$ cat src/shared/lspd_consts.vh
`ifndef LSPD_CONSTS_VH
`define LSPD_CONSTS_VH

// clock and pwm timing
`define LSPD_CLK_PERIOD_NS 25
`define LSPD_PWM_PERIOD_NS 53300
`define LSPD_PWM_STEPS 128
// clk cycles per reference tick, rounded down, at least one
`define LSPD_REF_DIV ((`LSPD_PWM_PERIOD_NS / (`LSPD_CLK_PERIOD_NS * `LSPD_PWM_STEPS)) > 0 ? \
	(`LSPD_PWM_PERIOD_NS / (`LSPD_CLK_PERIOD_NS * `LSPD_PWM_STEPS)) : 1)

// start wait units
`define LSPD_WAIT_UNIT0_US 500000
`define LSPD_WAIT_UNIT1_US 124000
`define LSPD_WAIT_UNIT0_PERIODS ((`LSPD_WAIT_UNIT0_US * 1000) / `LSPD_PWM_PERIOD_NS)
`define LSPD_WAIT_UNIT1_PERIODS ((`LSPD_WAIT_UNIT1_US * 1000) / `LSPD_PWM_PERIOD_NS)

// step hold
`define LSPD_HOLD_PERIODS_PER_CODE 75

// duty code field layout
`define LSPD_DUTY_LOW_FILL 3'h7
`define LSPD_DUTY_LOW_ZERO 3'h0
`define LSPD_DUTY_OFF 7'h00

`endif

$ cat src/logic/lspd_pwm.v
`timescale 1ns/1ps
`default_nettype none
`include "lspd_consts.vh"

module lspd_pwm #(
	parameter REF_DIV = `LSPD_REF_DIV
) (
	input wire clk,
	input wire reset,
	input wire [6:0] duty,
	output reg pwm_out,
	output reg period_end
);

	reg [15:0] ref_cnt;
	reg ref_tick;
	reg [6:0] phase_cnt;
	reg [6:0] active_duty;

	// reference tick divider
	always @(posedge clk or posedge reset) begin
		if (reset) begin
			ref_cnt <= 16'h0000;
			ref_tick <= 1'b0;
		end else if (ref_cnt == REF_DIV[15:0] - 16'h0001) begin
			ref_cnt <= 16'h0000;
			ref_tick <= 1'b1;
		end else begin
			ref_cnt <= ref_cnt + 16'h0001;
			ref_tick <= 1'b0;
		end
	end

	// 128 ticks per period
	// on for duty of 128 ticks
	always @(posedge clk or posedge reset) begin
		if (reset) begin
			phase_cnt <= 7'h00;
			active_duty <= 7'h00;
			pwm_out <= 1'b0;
			period_end <= 1'b0;
		end else begin
			period_end <= 1'b0;
			if (ref_tick) begin
				phase_cnt <= phase_cnt + 7'h01;
				if (phase_cnt == 7'h7f) begin
					active_duty <= duty;
					period_end <= 1'b1;
					pwm_out <= (duty != 7'h00);
				end else begin
					pwm_out <= ((phase_cnt + 7'h01) < active_duty);
				end
			end
		end
	end

endmodule
`default_nettype wire

$ cat src/logic/lspd_top.v
// What this block does
// peak code n gives duty 8n+7
// middle code zero off, else 8n+7
// floor code n gives duty 8n
// duty D means D/128 on-time
// pwm period is the hold time unit
// scale zero: wait code times 0.50 s
// scale one: wait code times 0.124 s
// hold code zero holds one period
// hold code n holds 75n periods
// third hold code decoded the same way
// fourth hold code decoded the same way
// hold codes serve phases one to four
// peak, middle, floor bound the slope
// wait start delay after switch on
// phase one ramps floor up to middle
// period is 128 reference clock counts
`timescale 1ns/1ps
`default_nettype none
`include "lspd_consts.vh"

module lspd_top #(
	parameter REF_DIV = `LSPD_REF_DIV,
	parameter WAIT_UNIT0_PERIODS = `LSPD_WAIT_UNIT0_PERIODS,
	parameter WAIT_UNIT1_PERIODS = `LSPD_WAIT_UNIT1_PERIODS,
	parameter HOLD_PER_CODE = `LSPD_HOLD_PERIODS_PER_CODE
) (
	input wire clk,
	input wire reset,
	input wire channel_on,
	input wire [3:0] peak_duty_code,
	input wire [3:0] middle_duty_code,
	input wire [3:0] floor_duty_code,
	input wire [3:0] start_wait_code,
	input wire wait_scale_select,
	input wire [3:0] phase1_step_hold_code,
	input wire [3:0] phase2_step_hold_code,
	input wire [3:0] phase3_step_hold_code,
	input wire [3:0] phase4_step_hold_code,
	output wire led_pwm,
	output wire period_pulse,
	output reg [6:0] current_duty,
	output reg [6:0] peak_duty,
	output reg [6:0] middle_duty,
	output reg [6:0] floor_duty,
	output reg waiting,
	output reg [3:0] slope_phase
);

	localparam S_IDLE = 6'b000001;
	localparam S_WAIT = 6'b000010;
	localparam S_PH1 = 6'b000100;
	localparam S_PH2 = 6'b001000;
	localparam S_PH3 = 6'b010000;
	localparam S_PH4 = 6'b100000;

	// peak and nonzero middle encoding
	function [6:0] fill_duty;
		input [3:0] code;
		begin
			fill_duty = {code, `LSPD_DUTY_LOW_FILL};
		end
	endfunction

	// per-step hold in pwm periods
	function [11:0] hold_periods;
		input [3:0] code;
		reg [31:0] prod;
		begin
			prod = code * HOLD_PER_CODE;
			if (code == 4'h0) begin
				hold_periods = 12'h001;
			end else begin
				hold_periods = prod[11:0];
			end
		end
	endfunction

	reg [5:0] state;
	reg [5:0] next_state;
	reg [21:0] wait_cnt;
	reg [11:0] hold_cnt;
	reg [6:0] next_duty;
	reg [11:0] hold_target;
	reg [31:0] wait_prod;
	wire [21:0] wait_target;
	wire pwm_end;
	wire hold_done;

	lspd_pwm #(
		.REF_DIV(REF_DIV)
	) u_pwm (
		.clk(clk),
		.reset(reset),
		.duty(current_duty),
		.pwm_out(led_pwm),
		.period_end(pwm_end)
	);

	assign period_pulse = pwm_end;

	// decoded duties, registered
	always @(posedge clk or posedge reset) begin
		if (reset) begin
			peak_duty <= `LSPD_DUTY_OFF;
			middle_duty <= `LSPD_DUTY_OFF;
			floor_duty <= `LSPD_DUTY_OFF;
		end else begin
			// peak fill low bits
			peak_duty <= fill_duty(peak_duty_code);
			// middle zero special case
			if (middle_duty_code == 4'h0) begin
				middle_duty <= `LSPD_DUTY_OFF;
			end else begin
				middle_duty <= fill_duty(middle_duty_code);
			end
			// floor zero low bits
			floor_duty <= {floor_duty_code, `LSPD_DUTY_LOW_ZERO};
		end
	end

	// R7: wait scale choice
	always @* begin
		if (wait_scale_select) begin
			wait_prod = start_wait_code * WAIT_UNIT1_PERIODS;
		end else begin
			wait_prod = start_wait_code * WAIT_UNIT0_PERIODS;
		end
	end
	assign wait_target = wait_prod[21:0];

	// hold code per phase
	// R11: same decode all phases
	always @* begin
		case (state)
			S_PH1: hold_target = hold_periods(phase1_step_hold_code);
			S_PH2: hold_target = hold_periods(phase2_step_hold_code);
			S_PH3: hold_target = hold_periods(phase3_step_hold_code);
			S_PH4: hold_target = hold_periods(phase4_step_hold_code);
			default: hold_target = 12'h001;
		endcase
	end

	// R9: R5: step after hold periods
	assign hold_done = pwm_end && (hold_cnt + 12'h001 >= hold_target);

	// slope between floor, middle, peak
	always @* begin
		next_state = state;
		next_duty = current_duty;
		case (state)
			S_IDLE: begin
				next_duty = `LSPD_DUTY_OFF;
				if (channel_on) begin
					next_state = S_WAIT;
				end
			end
			// hold off until wait expires
			S_WAIT: begin
				next_duty = `LSPD_DUTY_OFF;
				if (wait_cnt >= wait_target) begin
					next_state = S_PH1;
					next_duty = floor_duty;
				end
			end
			// ramp floor up to middle
			S_PH1: begin
				if (hold_done) begin
					if (current_duty >= middle_duty) begin
						next_state = S_PH2;
					end else begin
						next_duty = current_duty + 7'h01;
					end
				end
			end
			S_PH2: begin
				if (hold_done) begin
					if (current_duty >= peak_duty) begin
						next_state = S_PH3;
					end else begin
						next_duty = current_duty + 7'h01;
					end
				end
			end
			S_PH3: begin
				if (hold_done) begin
					if (current_duty <= middle_duty) begin
						next_state = S_PH4;
					end else begin
						next_duty = current_duty - 7'h01;
					end
				end
			end
			S_PH4: begin
				if (hold_done) begin
					if (current_duty <= floor_duty) begin
						next_state = S_PH1;
						next_duty = floor_duty;
					end else begin
						next_duty = current_duty - 7'h01;
					end
				end
			end
			default: begin
				next_state = S_IDLE;
				next_duty = `LSPD_DUTY_OFF;
			end
		endcase
		if (!channel_on) begin
			next_state = S_IDLE;
			next_duty = `LSPD_DUTY_OFF;
		end
	end

	always @(posedge clk or posedge reset) begin
		if (reset) begin
			state <= S_IDLE;
			current_duty <= `LSPD_DUTY_OFF;
			wait_cnt <= 22'h00_0000;
			hold_cnt <= 12'h000;
			waiting <= 1'b0;
			slope_phase <= 4'h0;
		end else begin
			state <= next_state;
			current_duty <= next_duty;
			// count wait in pwm periods
			if (next_state != S_WAIT) begin
				wait_cnt <= 22'h00_0000;
			end else if (pwm_end && state == S_WAIT) begin
				wait_cnt <= wait_cnt + 22'h00_0001;
			end
			if (next_state != state || hold_done) begin
				hold_cnt <= 12'h000;
			end else if (pwm_end) begin
				hold_cnt <= hold_cnt + 12'h001;
			end
			waiting <= (next_state == S_WAIT);
			slope_phase <= next_state[5:2];
		end
	end

endmodule
`default_nettype wire

$ cat config.mk
export PLATFORM = sky130hd
export DESIGN_NAME = lspd_top
export DESIGN_NICKNAME = d
export VERILOG_FILES = /design/src/logic/lspd_pwm.v /design/src/logic/lspd_top.v
export VERILOG_INCLUDE_DIRS = /design/src /design/src/shared
export SDC_FILE = /design/constraint.sdc
export NUM_CORES = 1
export LEC_CHECK = 0
export BUFFER_PORTS_ARGS = -buffer_cell sky130_fd_sc_hd__buf_2
export CORE_ASPECT_RATIO = 2
export CORE_MARGIN = 2
export CORE_UTILIZATION = 55
export CTS_CLUSTER_SIZE = 14
export DETAILED_ROUTE_END_ITERATION = 8
export GPL_ROUTABILITY_DRIVEN = 0
export GPL_TIMING_DRIVEN = 0
export PLACE_DENSITY = 0.84
export SKIP_LAST_GASP = 1
export SYNTH_ARGS = -nofsm -noshare
export SYNTH_HDL_FRONTEND = slang
export SYNTH_HIERARCHICAL = 1
export SYNTH_SLANG_ARGS = --single-unit
$ cat constraint.sdc
create_clock -name clk -period 10.63 [get_ports clk]
set_input_delay 2.126 -clock clk [delete_from_list [all_inputs] [get_ports clk]]
set_output_delay 2.126 -clock clk [all_outputs]
set_load 0.005 [all_outputs]
==> flow_summary.ini <==
[timing]
fin_crit_sh_pct = 64.8
fin_worst_skew_ns = 0.00781
slew_headroom_pct = 39.6
holdWs_ns = 0.512
setup_violations = 0
fmax_mhz = 145
fin_crit_ns = 6.89
tightest_slew_ns = 0.893
hold_violations = 0
rsz0062_at_grt = false
slew_viol_final = 0
setup_tns_ns = 0

[clocking]
postCtsSetupRepairBufs = 0
insertion_delay_ns = 0.34
holdBufCountCts = 0
cts.sinks = 95
root_buffer = clkbuf_16
clkTransAtPathRegs_ns = 0.07
cts-resized-gates = 0
cts.path.max_buffers = 2
cts_buffers = 9
cts_tree = built
htree_levels = 3

[floorplan]
die_y_um = 182
die_area_um2 = 16900
coreArea_um2 = 15600
rows = 65
dieWidth_um = 92.9
boundaryPins = 71
initial_core_util_pct = 55.7

[worst_setup_path]
path_delay_family = compound AO/OA/AOI/OAI gates
cp_num_buf_inv = 5
crit_type = primary input to register
worst_setup_path_end_kind = register
startpoint_type = primary input
cpMostUsedCell = o21ai_0
worst_path_max_delay_cell = fa_1
required_ns = 10.90
critPathMaxStageDelay_ns = 0.38
critPathArrivalTime_ns = 7.16
path_max_fanout = 10

[logic_synthesis]
synth_area_leader_cell = dfrtp_1
syn_inst = 964
ys_types = 81
postSynth.asyncResetShare_pct = 100
ys.flop_type = dfrtp_1
syn_area_um2 = 8700
yosys_register_bits = 95
synthTopCellsByArea = dfrtp_1 27%, ha_1 20%, xnor2_1 6.4%, xor2_1 4.5%, nor2_1 3.9%
seq_area_frac_synth_pct = 27.3
yosysTopAreaCellShare_pct = 27.0
synth_edf_count = 0
synth.most_common_cell = ha_1
yosysWarnings = 6
synth_area_per_cell_um2 = 9.03
ys_top_cells_by_count = 136 x ha_1, 94 x dfrtp_1, 90 x nor2_1, 73 x inv_1, 69 x nand2_1

[job]
maxCapViolations = 0

[cells_and_area]
stdcell_area_um2 = 9670
antenna_cells = 0
nets = 1222
stdcell_count = 1250
syn_to_final_growth_pct = 11.1
drive_gt1_share_pct = 13.2

[detailed_routing]
postRouteWirelength_um = 19600
wl_per_cell_um = 15.7
vias_per_cell = 5.91
ant_nets = 0
drt_first_iter_violations = 563
drc_errors = 0
vias = 7393
dr.pass1.iters = 6

[grt]
grt_pass1_vias = 7314
grt_overflow = 0
grt_pass1_wl_um = 33300
grt_usage_pct = 23.7
grt_max_degree = 35
antenna_found_initial = 0

[place]
dp_hpwl_um = 15100
numPortBuffers = 66
placed_area_um2 = 9310
dp.cells = 1234

[pwr]
power_density_nw_per_um2 = 105
cellLeakagePower_nw = 4.77
peakVddDrop_uv = 94.9

[status]
status = finished, final reports clean

[worst_hold_path]
hold_class = register to register
## worst register-to-register path: stages, from the launching register on
cell and delay [ns]:
dfrtp_1 0.44, nor2_2 0.34, nor4b_1 0.78, nor2_1 0.34
o211ai_1 0.20, o211ai_1 0.11, ha_1 0.28, nand2b_1 0.14
a2111oi_0 0.38, o21ai_0 0.23, o2bb2ai_4 0.24, a211o_1 0.31
a221oi_2 0.29, buf_4 0.24, nand2_1 0.07, nor2_1 0.11
## path summary, 6_finish.rpt
path / startpoint / to / slack, ns / cells after the start
max in group asynchronous: reset / wait_cnt[10] / 8.14 / 3
worst min register to register: u_pwm/ref_cnt[0] / u_pwm/ref_cnt[0] / 0.51 / 1
worst max-delay path: phase3_step_hold_code[2] / hold_cnt[3] / 3.74 / 25
worst max register to register: state[4] / hold_cnt[3] / 6.05 / 15
min in group asynchronous: reset / u_pwm/active_duty[3] / 1.70 / 2
worst min-delay path: u_pwm/ref_cnt[0] / u_pwm/ref_cnt[0] / 0.51 / 1
## metrics by stage
step	util [%]	power [mW]	setup WS, ns
2_1_floorplan	-	0.583	4.44
3_3_place_gp	59.5	0.644	3.64
3_5_place_dp	59.6	0.655	3.49
6_report	61.9	1.02	3.74
4_1_cts	61.8	1.02	3.83
5_1_grt	61.9	1.07	3.45
## cells by family after synthesis
kind of cell,share of synthesized area [%]
simple gates,17.9
fa+ha+maj,20.7
mux,2.47
xor+xnor,11.0
other cells,0.0863
flops,27.3
compound gates,14.6
buf+inv,5.87
## area by class of cell
| cell class | count | area (um2) |
|---|---|---|
| fill | 1249 | 5950 |
| multi-input combinational | 758 | 5820 |
| sequential | 95 | 2380 |
| timing repair buffer | 68 | 370 |
| inverter | 73 | 274 |
| tap | 201 | 251 |
| buffer | 40 | 236 |
| clock buffer | 10 | 229 |
| clock inverter | 5 | 106 |
## cell usage in the layout (no fill, tap or decap), types with 9 or more instances in the layout
cell | Yosys | final
a21o_1 | 14 | 14
a21oi_1 | 41 | 41
a221oi_1 | 10 | 10
and3_1 | 17 | 17
buf_2 | 6 | 72
buf_4 | 15 | 15
clkbuf_1 | 13 | 14
clkbuf_16 | 0 | 9
dfrtp_1 | 94 | 94
ha_1 | 136 | 136
inv_1 | 73 | 71
mux2i_1 | 11 | 11
nand2_1 | 69 | 69
nand2b_1 | 12 | 12
nand3_1 | 32 | 32
nand4_1 | 18 | 18
nor2_1 | 90 | 90
nor2b_1 | 14 | 14
o21ai_0 | 35 | 35
xnor2_1 | 64 | 64
xor2_1 | 45 | 45
## per-layer routing
layer  part of all wire (%)  vias to the layer above  global-route usage (%)
li1                       -                     3551                       -
met1                     42                     3545                    31.0
met2                     50                      242                    40.1
met3                    5.4                       55                    3.53
met4                    2.7                        0                    7.76
met5                      0                        -                       0
## state kept, by name (all words and copies together) (netlist names)
name and count:
waiting 1, u_pwm/phase_cnt 7, u_pwm/pwm_out 1, u_pwm/active_duty 7
u_pwm/ref_cnt 16, wait_cnt 22, peak_duty 5, middle_duty 5
floor_duty 4, u_pwm/period_end 1, current_duty 7, state 5
hold_cnt 12, u_pwm/ref_tick 1, slope_phase 1
## where the power goes
group / switching, mW / internal, mW / leakage (nW) / total (mW)
Combinational: 0.164 / 0.110 / 3.34 / 0.274
Clock: 0.136 / 0.230 / 0.164 / 0.365
Sequential: 0.00802 / 0.371 / 1.27 / 0.379
Total: 0.307 / 0.711 / 4.77 / 1.02
No activity file was read; power rests on OpenSTA's default activity.
